$ cat src/hw/sblp_params.svh
// Notes on behaviour
// Receive falling edge wakes from stop or sleep.
// Wake interrupt needs acknowledge and enable both set.
// Sleep and soft reset keep only register clocks.
// Power save stops every clock.
// Mode decoded from CPU state and control bits.
// CPU wait without stop bit keeps module running.
// Sleep entry waits for transmit queue and reception.
// Acknowledge held set throughout sleep.
// Transmit output recessive while sleeping.
// Buffers accessible, buffer actions deferred in sleep.
// Bus activity, request clear or soft reset wake.
// Request clear ignored until acknowledge reads one.
// After wake, wait for sync before traffic.
// Deferred actions executed on wake, buffers kept.
// Soft reset halts traffic at once.
// Soft reset halts protocol, registers stay accessible.
// Soft-reset-only configuration written only in soft reset.
// Software clears flags without bit set/clear instructions.
// Master starts sync pulses within transceiver timeout.
// Software polls acknowledge, avoids arm-then-sleep races.
// Software sleeps module before CPU stop.
// Software idles module before soft reset.
// Host map: control, buffer control, message windows.
// Acknowledge clears in the same cycle sleep ends; on soft reset the code clears it one cycle after mode leaves sleep.
`ifndef SBLP_PARAMS_SVH
`define SBLP_PARAMS_SVH
`define SBLP_CLK_PERIOD_NS 10
`define SBLP_TSL_MIN_NS 100000
`define SBLP_TSL_MIN_CYC (`SBLP_TSL_MIN_NS / `SBLP_CLK_PERIOD_NS)
`define SBLP_CFG_W 8
`define SBLP_CFG_RST 8'h00
`define SBLP_TX_RECESSIVE 1'b1
`define SBLP_ADDR_W 7
`define SBLP_GEN_BASE 7'h00
`define SBLP_TXB_BASE 7'h20
`define SBLP_RXB_BASE 7'h30
`define SBLP_FIFO_BASE 7'h40
`define SBLP_BCTL_BASE 7'h50
`define SBLP_MAP_END 7'h60
`define SBLP_GEN_SIZE 7'h20
`define SBLP_WIN_SIZE 7'h0E
`define SBLP_NUM_ACT 4
`endif

$ cat src/hw/sblp_pkg.sv
package sblp_pkg;
   typedef enum logic [1:0] {CPU_RUN, CPU_WAIT, CPU_STOP} cpu_state_t;
   typedef enum logic [1:0] {MODE_NORMAL, MODE_SLEEP, MODE_SOFT_RESET, MODE_POWER_SAVE} lp_mode_t;
   typedef enum logic [2:0] {REG_GENERAL, REG_TX_BUF, REG_RX_BUF, REG_RX_FIFO, REG_BUF_CTL,
      REG_NONE} region_t;
   typedef struct packed {
      logic soft_reset_request;
      logic sleep_request;
      logic stop_in_cpu_wait;
      logic wakeup_irq_enable;
   } ctl_bits_t;
   // Bit order: abort, lock, unlock, transmit start.
   typedef struct packed {
      logic abort;
      logic lock;
      logic unlock;
      logic tx_start;
   } buf_act_t;
endpackage

$ cat src/hw/rx_falling_edge.sv
`timescale 1ns/100ps
`include "sblp_params.svh"
module rx_falling_edge (
   input wire logic clk_sys,
   input wire logic rst_n,
   input wire logic rx_in,
   output logic fall
);
   logic rx_prev_r;
   logic fall_r;
   wire fall_nxt = rx_prev_r & ~rx_in;
   // The previous sample resets recessive, so a line held low through reset gives one edge just after reset.
   always_ff @(posedge clk_sys or negedge rst_n) begin
      if (!rst_n) begin
         rx_prev_r <= `SBLP_TX_RECESSIVE;
         fall_r <= 1'b0;
      end else begin
         rx_prev_r <= rx_in;
         fall_r <= fall_nxt;
      end
   end
   assign fall = fall_r;
endmodule

$ cat src/hw/serial_bus_low_power_control.sv
`timescale 1ns/100ps
`include "sblp_params.svh"
module serial_bus_low_power_control #(
   parameter int unsigned TSL_MIN_CYC = `SBLP_TSL_MIN_CYC,
   parameter int unsigned CFG_W = `SBLP_CFG_W
) (
   input wire logic clk_sys,
   input wire logic rst_n,
   input wire sblp_pkg::cpu_state_t cpu_state,
   input wire logic ctl_wr,
   input wire sblp_pkg::ctl_bits_t ctl_wdata,
   input wire logic wake_flag_clr,
   input wire logic cfg_wr,
   input wire logic [CFG_W-1:0] cfg_wdata,
   input wire logic is_bus_master,
   input wire logic tx_pending,
   input wire logic tx_busy,
   input wire logic rx_busy,
   input wire logic rx_in,
   input wire logic tx_data,
   input wire logic sync_pulse_seen,
   input wire sblp_pkg::buf_act_t act_req,
   input wire logic [`SBLP_ADDR_W-1:0] host_addr,
   output sblp_pkg::ctl_bits_t ctl_state,
   output logic sleep_acknowledge,
   output sblp_pkg::lp_mode_t mode,
   output logic core_clk_en,
   output logic reg_clk_en,
   output logic proto_run,
   output logic tx_out,
   output logic wake_irq,
   output sblp_pkg::buf_act_t act_exec,
   output logic [CFG_W-1:0] cfg_q,
   output logic sync_send_req,
   output logic sync_late,
   output sblp_pkg::region_t addr_region
);
   localparam int CNT_W = $clog2(TSL_MIN_CYC + 1);

   // ----------------------------------------
   // Wake edge and mode decode
   // ----------------------------------------
   sblp_pkg::ctl_bits_t ctl_r;
   sblp_pkg::ctl_bits_t ctl_nxt;
   sblp_pkg::lp_mode_t mode_r;
   sblp_pkg::lp_mode_t mode_nxt;
   logic ack_r;
   logic ack_nxt;
   logic rx_fall;

   rx_falling_edge u_edge (
      .clk_sys(clk_sys),
      .rst_n(rst_n),
      .rx_in(rx_in),
      .fall(rx_fall)
   );

   wire idle = ~tx_pending & ~tx_busy & ~rx_busy;
   wire enter_sleep = ctl_r.sleep_request & ~ctl_r.soft_reset_request & ~ack_r & idle;
   wire bus_wake = ack_r & rx_fall;
   wire leave_sleep = ack_r & (rx_fall | ~ctl_r.sleep_request
      | ctl_r.soft_reset_request);
   assign ack_nxt = leave_sleep ? 1'b0 : (enter_sleep | ack_r);

   // A clearing write to the request bit is dropped until the acknowledge reads one.
   wire req_clear_ok = ack_r;
   wire req_nxt = ctl_wr ? (ctl_wdata.sleep_request | (ctl_r.sleep_request & ~req_clear_ok))
      : (ctl_r.sleep_request & ~bus_wake);
   always_comb begin
      ctl_nxt = ctl_r;
      if (ctl_wr) begin
         ctl_nxt.soft_reset_request = ctl_wdata.soft_reset_request;
         ctl_nxt.stop_in_cpu_wait = ctl_wdata.stop_in_cpu_wait;
         ctl_nxt.wakeup_irq_enable = ctl_wdata.wakeup_irq_enable;
      end
      ctl_nxt.sleep_request = req_nxt;
   end

   wire ps_cond = (cpu_state == sblp_pkg::CPU_STOP)
      | ((cpu_state == sblp_pkg::CPU_WAIT) & ctl_nxt.stop_in_cpu_wait);
   assign mode_nxt = ps_cond ? sblp_pkg::MODE_POWER_SAVE :
      ctl_nxt.soft_reset_request ? sblp_pkg::MODE_SOFT_RESET :
      ack_nxt ? sblp_pkg::MODE_SLEEP : sblp_pkg::MODE_NORMAL;

   always_ff @(posedge clk_sys or negedge rst_n) begin
      if (!rst_n) begin
         ctl_r <= '0;
         ack_r <= 1'b0;
         mode_r <= sblp_pkg::MODE_NORMAL;
      end else begin
         ctl_r <= ctl_nxt;
         ack_r <= ack_nxt;
         mode_r <= mode_nxt;
      end
   end

   // ----------------------------------------
   // Clocks, protocol run and transmit pin
   // ----------------------------------------
   logic core_clk_en_r;
   logic reg_clk_en_r;
   logic synced_r;
   logic proto_run_r;
   logic tx_out_r;
   wire normal_nxt = (mode_nxt == sblp_pkg::MODE_NORMAL);
   // Synchronisation is lost on every wake and in soft reset; a fresh sync pulse is needed.
   wire synced_nxt = (leave_sleep | ~normal_nxt) ? 1'b0 : (synced_r | sync_pulse_seen);
   wire run_nxt = normal_nxt & synced_nxt;

   always_ff @(posedge clk_sys or negedge rst_n) begin
      if (!rst_n) begin
         core_clk_en_r <= 1'b0;
         reg_clk_en_r <= 1'b0;
         synced_r <= 1'b0;
         proto_run_r <= 1'b0;
         tx_out_r <= `SBLP_TX_RECESSIVE;
      end else begin
         core_clk_en_r <= normal_nxt;
         reg_clk_en_r <= (mode_nxt != sblp_pkg::MODE_POWER_SAVE);
         synced_r <= synced_nxt;
         proto_run_r <= run_nxt;
         tx_out_r <= run_nxt ? tx_data : `SBLP_TX_RECESSIVE;
      end
   end

   // ----------------------------------------
   // Wake-up interrupt flag
   // ----------------------------------------
   logic wake_flag_r;
   wire wake_set = rx_fall & ack_r & ctl_r.wakeup_irq_enable;
   // Set wins over a clear in the same cycle so no wake event is lost.
   wire wake_flag_nxt = wake_set | (wake_flag_r & ~wake_flag_clr);
   always_ff @(posedge clk_sys or negedge rst_n) begin
      if (!rst_n) begin
         wake_flag_r <= 1'b0;
      end else begin
         wake_flag_r <= wake_flag_nxt;
      end
   end

   // ----------------------------------------
   // Deferred buffer actions
   // ----------------------------------------
   // Requests made while the protocol clocks are off are held and released on wake.
   logic [`SBLP_NUM_ACT-1:0] pend_r;
   logic [`SBLP_NUM_ACT-1:0] exec_r;
   wire [`SBLP_NUM_ACT-1:0] req_v = act_req;
   wire hold_act = ~normal_nxt;
   genvar gi;
   generate
      for (gi = 0; gi < `SBLP_NUM_ACT; gi++) begin : g_act
         always_ff @(posedge clk_sys or negedge rst_n) begin
            if (!rst_n) begin
               pend_r[gi] <= 1'b0;
               exec_r[gi] <= 1'b0;
            end else begin
               pend_r[gi] <= hold_act & (pend_r[gi] | req_v[gi]);
               exec_r[gi] <= ~hold_act & (pend_r[gi] | req_v[gi]);
            end
         end
      end
   endgenerate

   // ----------------------------------------
   // Soft-reset-only configuration
   // ----------------------------------------
   logic [CFG_W-1:0] cfg_r;
   wire cfg_we = cfg_wr & (mode_r == sblp_pkg::MODE_SOFT_RESET);
   always_ff @(posedge clk_sys or negedge rst_n) begin
      if (!rst_n) begin
         cfg_r <= CFG_W'(`SBLP_CFG_RST);
      end else if (cfg_we) begin
         cfg_r <= cfg_wdata;
      end
   end

   // ----------------------------------------
   // Master sync start after wake
   // ----------------------------------------
   // The transceiver sleeps again if no sync arrives within its timeout; late is reported.
   logic sync_req_r;
   logic sync_late_r;
   logic [CNT_W-1:0] tsl_cnt_r;
   wire sync_start = leave_sleep & is_bus_master;
   wire sync_done = sync_pulse_seen | ~normal_nxt;
   wire cnt_top = (tsl_cnt_r == CNT_W'(TSL_MIN_CYC));
   always_ff @(posedge clk_sys or negedge rst_n) begin
      if (!rst_n) begin
         sync_req_r <= 1'b0;
         sync_late_r <= 1'b0;
         tsl_cnt_r <= '0;
      end else if (sync_start) begin
         sync_req_r <= 1'b1;
         sync_late_r <= 1'b0;
         tsl_cnt_r <= '0;
      end else if (sync_req_r & sync_done) begin
         sync_req_r <= 1'b0;
      end else if (sync_req_r & ~cnt_top) begin
         tsl_cnt_r <= tsl_cnt_r + CNT_W'(1);
         sync_late_r <= (tsl_cnt_r == CNT_W'(TSL_MIN_CYC - 1));
      end
   end

   // ----------------------------------------
   // Host map window decode
   // ----------------------------------------
   sblp_pkg::region_t region_r;
   sblp_pkg::region_t region_nxt;
   wire [`SBLP_ADDR_W-1:0] a = host_addr;
   wire in_gen = (a < (`SBLP_GEN_BASE + `SBLP_GEN_SIZE));
   wire in_txb = (a >= `SBLP_TXB_BASE) && (a < (`SBLP_TXB_BASE + `SBLP_WIN_SIZE));
   wire in_rxb = (a >= `SBLP_RXB_BASE) && (a < (`SBLP_RXB_BASE + `SBLP_WIN_SIZE));
   wire in_fifo = (a >= `SBLP_FIFO_BASE) && (a < (`SBLP_FIFO_BASE + `SBLP_WIN_SIZE));
   wire in_bctl = (a >= `SBLP_BCTL_BASE) && (a < `SBLP_MAP_END);
   // Register and buffer windows stay reachable in sleep; only power save loses them.
   wire map_ok = (mode_nxt != sblp_pkg::MODE_POWER_SAVE);
   assign region_nxt = !map_ok ? sblp_pkg::REG_NONE :
      in_gen ? sblp_pkg::REG_GENERAL :
      in_txb ? sblp_pkg::REG_TX_BUF :
      in_rxb ? sblp_pkg::REG_RX_BUF :
      in_fifo ? sblp_pkg::REG_RX_FIFO :
      in_bctl ? sblp_pkg::REG_BUF_CTL : sblp_pkg::REG_NONE;
   always_ff @(posedge clk_sys or negedge rst_n) begin
      if (!rst_n) begin
         region_r <= sblp_pkg::REG_NONE;
      end else begin
         region_r <= region_nxt;
      end
   end

   assign ctl_state = ctl_r;
   assign sleep_acknowledge = ack_r;
   assign mode = mode_r;
   assign core_clk_en = core_clk_en_r;
   assign reg_clk_en = reg_clk_en_r;
   assign proto_run = proto_run_r;
   assign tx_out = tx_out_r;
   assign wake_irq = wake_flag_r;
   assign act_exec = exec_r;
   assign cfg_q = cfg_r;
   assign sync_send_req = sync_req_r;
   assign sync_late = sync_late_r;
   assign addr_region = region_r;

   // ----------------------------------------
   // Assertions
   // ----------------------------------------
   property p_wake_needs_ack;
      @(posedge clk_sys) disable iff (!rst_n)
      $rose(wake_flag_r) |-> $past(ack_r) && $past(ctl_r.wakeup_irq_enable);
   endproperty
   a_wake_needs_ack: assert property (p_wake_needs_ack) else $error("wake irq without ack");

   property p_edge_wakes;
      @(posedge clk_sys) disable iff (!rst_n)
      ack_r && rx_fall |=> !ack_r;
   endproperty
   a_edge_wakes: assert property (p_edge_wakes) else $error("rx edge did not wake");

   property p_sleep_clocks;
      @(posedge clk_sys) disable iff (!rst_n)
      (mode_r == sblp_pkg::MODE_SLEEP || mode_r == sblp_pkg::MODE_SOFT_RESET)
         |-> !core_clk_en_r && reg_clk_en_r;
   endproperty
   a_sleep_clocks: assert property (p_sleep_clocks) else $error("sleep clock gating wrong");

   property p_ps_clocks;
      @(posedge clk_sys) disable iff (!rst_n)
      mode_r == sblp_pkg::MODE_POWER_SAVE |-> !core_clk_en_r && !reg_clk_en_r;
   endproperty
   a_ps_clocks: assert property (p_ps_clocks) else $error("power save clock running");

   property p_stop_ps;
      @(posedge clk_sys) disable iff (!rst_n)
      cpu_state == sblp_pkg::CPU_STOP |=> mode_r == sblp_pkg::MODE_POWER_SAVE;
   endproperty
   a_stop_ps: assert property (p_stop_ps) else $error("cpu stop not power save");

   property p_enter_busy;
      @(posedge clk_sys) disable iff (!rst_n)
      $rose(ack_r) |-> $past(!tx_pending && !tx_busy && !rx_busy);
   endproperty
   a_enter_busy: assert property (p_enter_busy) else $error("sleep entered while busy");

   property p_ack_mode;
      @(posedge clk_sys) disable iff (!rst_n)
      mode_r == sblp_pkg::MODE_SLEEP |-> ack_r;
   endproperty
   a_ack_mode: assert property (p_ack_mode) else $error("sleep without ack");

   property p_tx_recessive;
      @(posedge clk_sys) disable iff (!rst_n)
      mode_r != sblp_pkg::MODE_NORMAL |-> tx_out_r == `SBLP_TX_RECESSIVE;
   endproperty
   a_tx_recessive: assert property (p_tx_recessive) else $error("tx dominant off normal");

   property p_no_act_sleep;
      @(posedge clk_sys) disable iff (!rst_n)
      mode_r == sblp_pkg::MODE_SLEEP |-> exec_r == '0;
   endproperty
   a_no_act_sleep: assert property (p_no_act_sleep) else $error("action ran in sleep");

   property p_clear_ignored;
      @(posedge clk_sys) disable iff (!rst_n)
      ctl_wr && !ctl_wdata.sleep_request && ctl_r.sleep_request && !ack_r && !bus_wake
         |=> ctl_r.sleep_request;
   endproperty
   a_clear_ignored: assert property (p_clear_ignored) else $error("early request clear");

   property p_wake_unsynced;
      @(posedge clk_sys) disable iff (!rst_n)
      $fell(ack_r) |-> !proto_run_r;
   endproperty
   a_wake_unsynced: assert property (p_wake_unsynced) else $error("ran before sync");

   property p_pending_run;
      @(posedge clk_sys) disable iff (!rst_n)
      (pend_r != '0) && normal_nxt |=> (exec_r & $past(pend_r)) == $past(pend_r);
   endproperty
   a_pending_run: assert property (p_pending_run) else $error("deferred action lost");

   property p_soft_halt;
      @(posedge clk_sys) disable iff (!rst_n)
      ctl_r.soft_reset_request |-> !proto_run_r || $past(!ctl_r.soft_reset_request);
   endproperty
   a_soft_halt: assert property (p_soft_halt) else $error("protocol ran in soft reset");

   property p_cfg_lock;
      @(posedge clk_sys) disable iff (!rst_n)
      cfg_wr && mode_r != sblp_pkg::MODE_SOFT_RESET |=> $stable(cfg_r);
   endproperty
   a_cfg_lock: assert property (p_cfg_lock) else $error("config written outside soft reset");

   property p_master_sync;
      @(posedge clk_sys) disable iff (!rst_n)
      sync_start |=> sync_send_req;
   endproperty
   a_master_sync: assert property (p_master_sync) else $error("no sync request on wake");

   c_sleep: cover property (@(posedge clk_sys) disable iff (!rst_n) $rose(ack_r));
   c_bus_wake: cover property (@(posedge clk_sys) disable iff (!rst_n) bus_wake);
   c_wake_irq: cover property (@(posedge clk_sys) disable iff (!rst_n) $rose(wake_flag_r));
   c_soft: cover property (@(posedge clk_sys) disable iff (!rst_n)
      mode_r == sblp_pkg::MODE_SOFT_RESET);
endmodule

$ cat config.mk
export PLATFORM = sky130hd
export DESIGN_NAME = serial_bus_low_power_control
export DESIGN_NICKNAME = d
export VERILOG_FILES = /design/src/hw/sblp_pkg.sv /design/src/hw/rx_falling_edge.sv /design/src/hw/serial_bus_low_power_control.sv
export VERILOG_INCLUDE_DIRS = /design/src /design/src/hw
export SDC_FILE = /design/constraint.sdc
export NUM_CORES = 1
export LEC_CHECK = 0
export BUFFER_PORTS_ARGS = -buffer_cell sky130_fd_sc_hd__clkbuf_2
export CORE_ASPECT_RATIO = 0.5
export CORE_MARGIN = 10
export CORE_UTILIZATION = 50
export CTS_CLUSTER_DIAMETER = 200
export DETAILED_ROUTE_END_ITERATION = 10
export GPL_TIMING_DRIVEN = 0
export MAX_ROUTING_LAYER = met4
export PLACE_DENSITY = 0.83
export SLEW_MARGIN = 20
export SYNTH_ARGS = -nofsm -noshare
export SYNTH_HDL_FRONTEND = slang
export SYNTH_SLANG_ARGS = --single-unit
export TNS_END_PERCENT = 20
$ cat constraint.sdc
create_clock -name clk_sys -period 2.4 [get_ports clk_sys]
set_input_delay 0.36 -clock clk_sys [delete_from_list [all_inputs] [get_ports clk_sys]]
set_output_delay 0.36 -clock clk_sys [all_outputs]
set_load 0.01 [all_outputs]
# [Yosys cells after proc, flatten, opt, wreduce, memory -nomap -nowiden]
# Index checks and enable logic that the tools add are counted.
[word_totals] register_bits=50 inputBits=37
[op_classes] addsub=1 n_lt_le_gt_ge=9 n_eq_ne=7 mux=23 bitwise_logic=50 n_reduce_logical=8
[ops] op="14-bit 2-to-1 mux" n=3
[ops] op="14-bit equality test (second input constant)" n=2
[ops] op="1-bit bitwise AND" n=26
[ops] op="7-bit by 6-bit < comparator with 1-bit output (second input constant)" n=3
[ops] op="3-bit 2-to-1 mux" n=5
[ops] op="14-bit by 1-bit adder with 14-bit output (second input constant)" n=1
[ops] op="7-bit by 6-bit >= comparator with 1-bit output (second input constant)" n=2
[ops] op="7-bit >= comparator (second input constant)" n=2
[ops] op="7-bit < comparator (second input constant)" n=2
[ops] op="1-bit bitwise OR" n=13
[ops] op="1-bit 2-to-1 mux" n=12
[ops] op="1-bit NOT" n=11
[ops] op="2-bit 2-to-1 mux" n=3
[ops] op="2-bit equality test (second input constant)" n=2
[ops] op="1-bit logical AND" n=4
[ops] op="2-bit inequality test (second input constant)" n=2
[ops] op="2-bit nonzero test" n=2
[ops] op="2-bit by 1-bit equality test with 1-bit output (second input constant)" n=1
[ops] op="2-bit zero test" n=1
[ops] op="2-bit AND reduction" n=1

# [Logic depth before layout (Yosys ltp)]
[logic_depth] word_depth=15 depth_mapped=7

# [Modules after synthesis]
# From an unflattened synthesis, not the netlist that was laid out.
[hier_totals] cells_unflattened=206 area_unflattened_um2=2288.4
[by_module_without_submodules] module="serial_bus_low_power_control" n_inst=1 cells_each=203 area_each_um2=2223.4
[by_module_without_submodules] module="rx_falling_edge" n_inst=1 cells_each=3 area_each_um2=65.1

# [Least setup slack after synthesis]
# No wires, ideal clock.
[synth_path] path_type="register to register" from="register ack_r, in the netlist sleep_acknowledge" to="register tsl_cnt_r[0]" setup_time_ps=125 t_arrival_ps=2006 required_ps=2275 slack_ps=269 stages_incl_launch_ff=8 path_cell_list="dfrtp_1 > or4_1 > a21oi_2 > o31a_4 > buf_6 > inv_1 > o41ai_2 > mux2_2"
[synth_between] elab_chain_cells=14 elab_cells_between_ends=18 classes_between="1 x eq/ne; 5 x mux; 9 x bitwise; 3 x reduce/logical"
[synth_lines] item="start, declared" line_no="serial_bus_low_power_control.sv:47" rtl="logic ack_r;"
[synth_lines] item="start signal, assigned" line_no="serial_bus_low_power_control.sv:92" rtl="ack_r <= ack_nxt;"
[synth_lines] item="1-bit NOT" line_no="serial_bus_low_power_control.sv:59" rtl="wire enter_sleep = ctl_r.sleep_request & ~ctl_r.soft_reset_request & ~ack_r & idle;"
[synth_lines] item="1-bit bitwise AND (2 in a row)" line_no="serial_bus_low_power_control.sv:59"
[synth_lines] item="1-bit bitwise OR" line_no="serial_bus_low_power_control.sv:63" rtl="assign ack_nxt = leave_sleep ? 1'b0 : (enter_sleep | ack_r);"
[synth_lines] item="1-bit 2-to-1 mux (*)" line_no="serial_bus_low_power_control.sv:63"
[synth_lines] item="net ack_nxt" line_no="serial_bus_low_power_control.sv:48" rtl="logic ack_nxt;"
[synth_lines] item="1-bit 2-to-1 mux (*)" line_no="serial_bus_low_power_control.sv:83" rtl="ack_nxt ? sblp_pkg::MODE_SLEEP : sblp_pkg::MODE_NORMAL;"
[synth_lines] item="2-bit 2-to-1 mux (*)" line_no="serial_bus_low_power_control.sv:82" rtl="ctl_nxt.soft_reset_request ? sblp_pkg::MODE_SOFT_RESET :"
[synth_lines] item="2-bit 2-to-1 mux (*)" line_no="serial_bus_low_power_control.sv:81" rtl="assign mode_nxt = ps_cond ? sblp_pkg::MODE_POWER_SAVE :"
[synth_lines] item="2-bit zero test (*)" line_no="serial_bus_low_power_control.sv:105" rtl="wire normal_nxt = (mode_nxt == sblp_pkg::MODE_NORMAL);"
[synth_lines] item="1-bit NOT (*)" line_no="serial_bus_low_power_control.sv:185" rtl="wire sync_done = sync_pulse_seen | ~normal_nxt;"
[synth_lines] item="1-bit bitwise OR (*)" line_no="serial_bus_low_power_control.sv:185"
[synth_lines] item="1-bit bitwise AND (*)" line_no="serial_bus_low_power_control.sv:196" rtl="end else if (sync_req_r & sync_done) begin"
[synth_lines] item="2-bit inequality test (no line) (*)"
[synth_lines] item="2-bit AND reduction (no line) (*)"
[synth_lines] item="end signal, assigned" line_no="serial_bus_low_power_control.sv:199" rtl="tsl_cnt_r <= tsl_cnt_r + CNT_W'(1);"
[synth_lines] item="end, declared" line_no="serial_bus_low_power_control.sv:183" rtl="logic [CNT_W-1:0] tsl_cnt_r;"
# The timed path passes the listed nets; every way through them passes the cells marked *.
# A chain may end at the register's enable or synchronous reset.

# [Final worst setup path]
# Same ends and word-level chain as after synthesis.

==> flow_summary.json <==
{
  "root_buffer": "clkbuf_8",
  "drive_above_1_share": 0.3626,
  "synth_fp_nets": 228,
  "cp.required_ps": 2600,
  "drc_errors": 0,
  "final_area_um2": 2661,
  "grt_pass1_wl_mm": 8.231,
  "gp_congestion": 0.8249,
  "power.total_mw": 1.982,
  "internal_power_mw": 1.419,
  "clkSinkCount": 50,
  "layout.cells.non_filler": 316,
  "peakVddDrop_uv": 487.2,
  "place_hpwl_mm": 3.964,
  "slew_headroom": 0.5586,
  "pin_count": 66,
  "rsz0062_at_grt": "false",
  "p_seq_frac": 0.520,
  "fp-row-count": 16,
  "pwr-share-comb": 0.178,
  "avgRoutedWirePerCell_um": 16.65,
  "numCtsBuffers": 5,
  "clockBufferDepth": 2,
  "placed_area_um2": 2527,
  "synth-edff-count": 0,
  "die_y_um": 66.23,
  "clkPwrFrac": 0.302,
  "area.growth.synth_to_final_pct": 24.53,
  "hold_path.class": "in2async",
  "path_class": "reg2reg",
  "tightestPinTransition_ps": 662.1,
  "synth_area_leaders": "dfrtp_1 54%, mux2_2 5.3%, dfstp_2 4.9%, nor2_1 3.2%, or4_1 3.2%",
  "crit_path_cell_trace": "or4_1, a21oi_2, o31a_4, buf_6, inv_1, o41ai_4, mux2_2",
  "dieArea_um2": 7448,
  "ant_nets": 0,
  "drt_iter0_drc": 57,
  "yosysUniqueCellTypes": 37,
  "p_leak_nw": 1.266,
  "cp.arrival_ps": 2510,
  "clk_latency_ps": 310,
  "synth_top_area_frac": 0.5386,
  "end_kind": "flop",
  "grtUsageTotal": 0.1410,
  "finalMaxSlewViolations": 0,
  "ys.flop_type": "dfrtp_1",
  "power_switching_uw": 563.7,
  "core_area_um2": 4004,
  "synth_seq_cells": 50,
  "crit_fanout": 10,
  "synth_top_cell_by_area": "dfrtp_1",
  "ys_warn_count": 0,
  "cts_tree": "yes",
  "clock.fmax_ghz": 0.4336,
  "grt_pass1_vias": 1729,
  "start_util": 0.5338,
  "yosysMostFrequentCell": "dfrtp_1",
  "htree_levels": 2,
  "drv_cap": 0,
  "clk_pin_slew_worst_paths_ps": 100,
  "n_antenna_cell": 0,
  "yosysSeqAreaShare": 0.5878,
  "period_needed_ps": 2306,
  "cp_slowest_cell": "or4_1",
  "setup_ws_ps": 93.92,
  "num_vias": 1726,
  "overflow": 0,
  "antenna_found_initial": 0,
  "synth_commonest_cells": "46 x dfrtp_1, 18 x nor2_1, 13 x a21oi_1, 12 x inv_1, 10 x mux2_2",
  "io_buffers": 64,
  "grt_start_max_net_pins": 51,
  "syn_area_um2": 2137,
  "p_sw_frac": 0.2844,
  "syn_area_per_cell_um2": 11.31,
  "setup_viol": 0,
  "fin_crit_sh": 0.9609,
  "start_kind": "flop",
  "firstDrtPassIters": 5,
  "viasPerCell": 5.462,
  "outcome": "complete, no violations",
  "nets": 300,
  "async_flop_share": 1.000,
  "p_per_area_nw_per_um2": 744.8,
  "dp_slack_ps": -1.865,
  "slowest_delay_ps": 610,
  "die_w_um": 112.5,
  "synthCells": 189,
  "skew_ps": 10.03,
  "placedCellCount": 307,
  "wirelength_mm": 5.262,
  "finalHoldViolations": 0
}
==> timing repair <==
| action | CTS | global route |
|---|---|---|
| setup endpoints to repair | 0 | 1 |
| gates resized for setup | 0 | 2 |
| hold buffers | 0 | 0 |
| buffers inserted | 0 | 1 |
==> worst max-delay path, delay by kind of cell (launching register included) <==
kind	cells	cell delay [ps]
buffers and inverters	2	220
AND/OR/NAND/NOR	1	610
AO/OA/AOI/OAI	3	530
flip-flops	1	470
multiplexers	1	380
==> metal layers <==
metal  track usage  part of all wire  vias up
met4       0.05189             0.011        0
met1        0.1333              0.37      850
met5             -                 0        -
li1              -                 -      827
met3       0.03170             0.032        6
met2        0.2787              0.58       43
==> power groups by stage <==
stage	Combinational (mW)	Sequential, mW	Clock (mW)
finish	0.353	1.03	0.598
floorplan	0.162	1.06	0
CTS	0.359	1.03	0.612
detailed placement	0.351	1.04	0
global route	0.392	1.04	0.640
global placement	0.336	1.03	0
==> metrics by stage <==
step / util / hold WS (ps) / TNS, ps
2_1_floorplan: - / 64.41 / 0
3_3_place_gp: 0.6306 / 459.6 / 0
3_5_place_dp: 0.6313 / 463.6 / -1.865
4_1_cts: 0.6597 / 117.9 / 0
5_1_grt: 0.6647 / 133.3 / 0
6_report: 0.6647 / 100.6 / 0
==> path summary, 6_finish.rpt <==
path,startpoint,end,slack (ps),cells after the start
max in group asynchronous,rst_n,sleep_acknowledge$_DFF_PN0_,1830,1
hold / removal,rst_n,pend_r[1]$_DFF_PN0_,100,1
setup / recovery,sleep_acknowledge$_DFF_PN0_,tsl_cnt_r[0]$_DFFE_PN0P_,90,7
setup reg to reg,sleep_acknowledge$_DFF_PN0_,tsl_cnt_r[0]$_DFFE_PN0P_,90,7
hold reg to reg,pend_r[0]$_DFF_PN0_,pend_r[0]$_DFF_PN0_,490,2
min in group clk_sys,rx_in,u_edge.rx_prev_r$_DFF_PN1_,150,1
==> layout make-up <==
cell class / count / area [um^2]
tap: 54 / 67.56
sequential: 50 / 1257
inverter: 12 / 45.04
clock buffer: 5 / 68.82
clock inverter: 3 / 45.04
fill: 312 / 1343
timing repair buffer: 65 / 330.3
buffer: 4 / 23.77
multi-input combinational: 123 / 823.3
==> cell usage in the layout, fill, tap and decap left out, types with 3 or more instances in the layout <==
master    count
or3_1         4
mux2i_1       3
mux2_2       10
nand2_1       9
o31ai_1       8
dfrtp_1      45
nor4_1        4
o21ai_0       7
or4_1         9
clkbuf_8      5
clkbuf_2     63
dfstp_2       4
nor2_1       18
inv_1        12
nand3_1       7
nand2b_1      6
a21oi_1      13
==> cells by family (layout without fill, tap and decap cells) <==
group | Yosys count | count (layout) | share of synthesized area
flops | 50 | 50 | 0.5878
fa+ha+maj | 2 | 2 | 0.01171
mux | 13 | 13 | 0.06675
compound gates | 41 | 41 | 0.1341
simple gates | 67 | 67 | 0.1674
buf+inv | 16 | 89 | 0.03220
==> sequential cells by signal, indices dropped and copies added, names as in the netlist, 2 cells and up <==
signal,flops
act_exec,4
addr_region,3
cfg_q,8
ctl_state,4
mode,2
pend_r,4
tsl_cnt_r,14
Note: power is estimated with default switching activity, not from simulation.
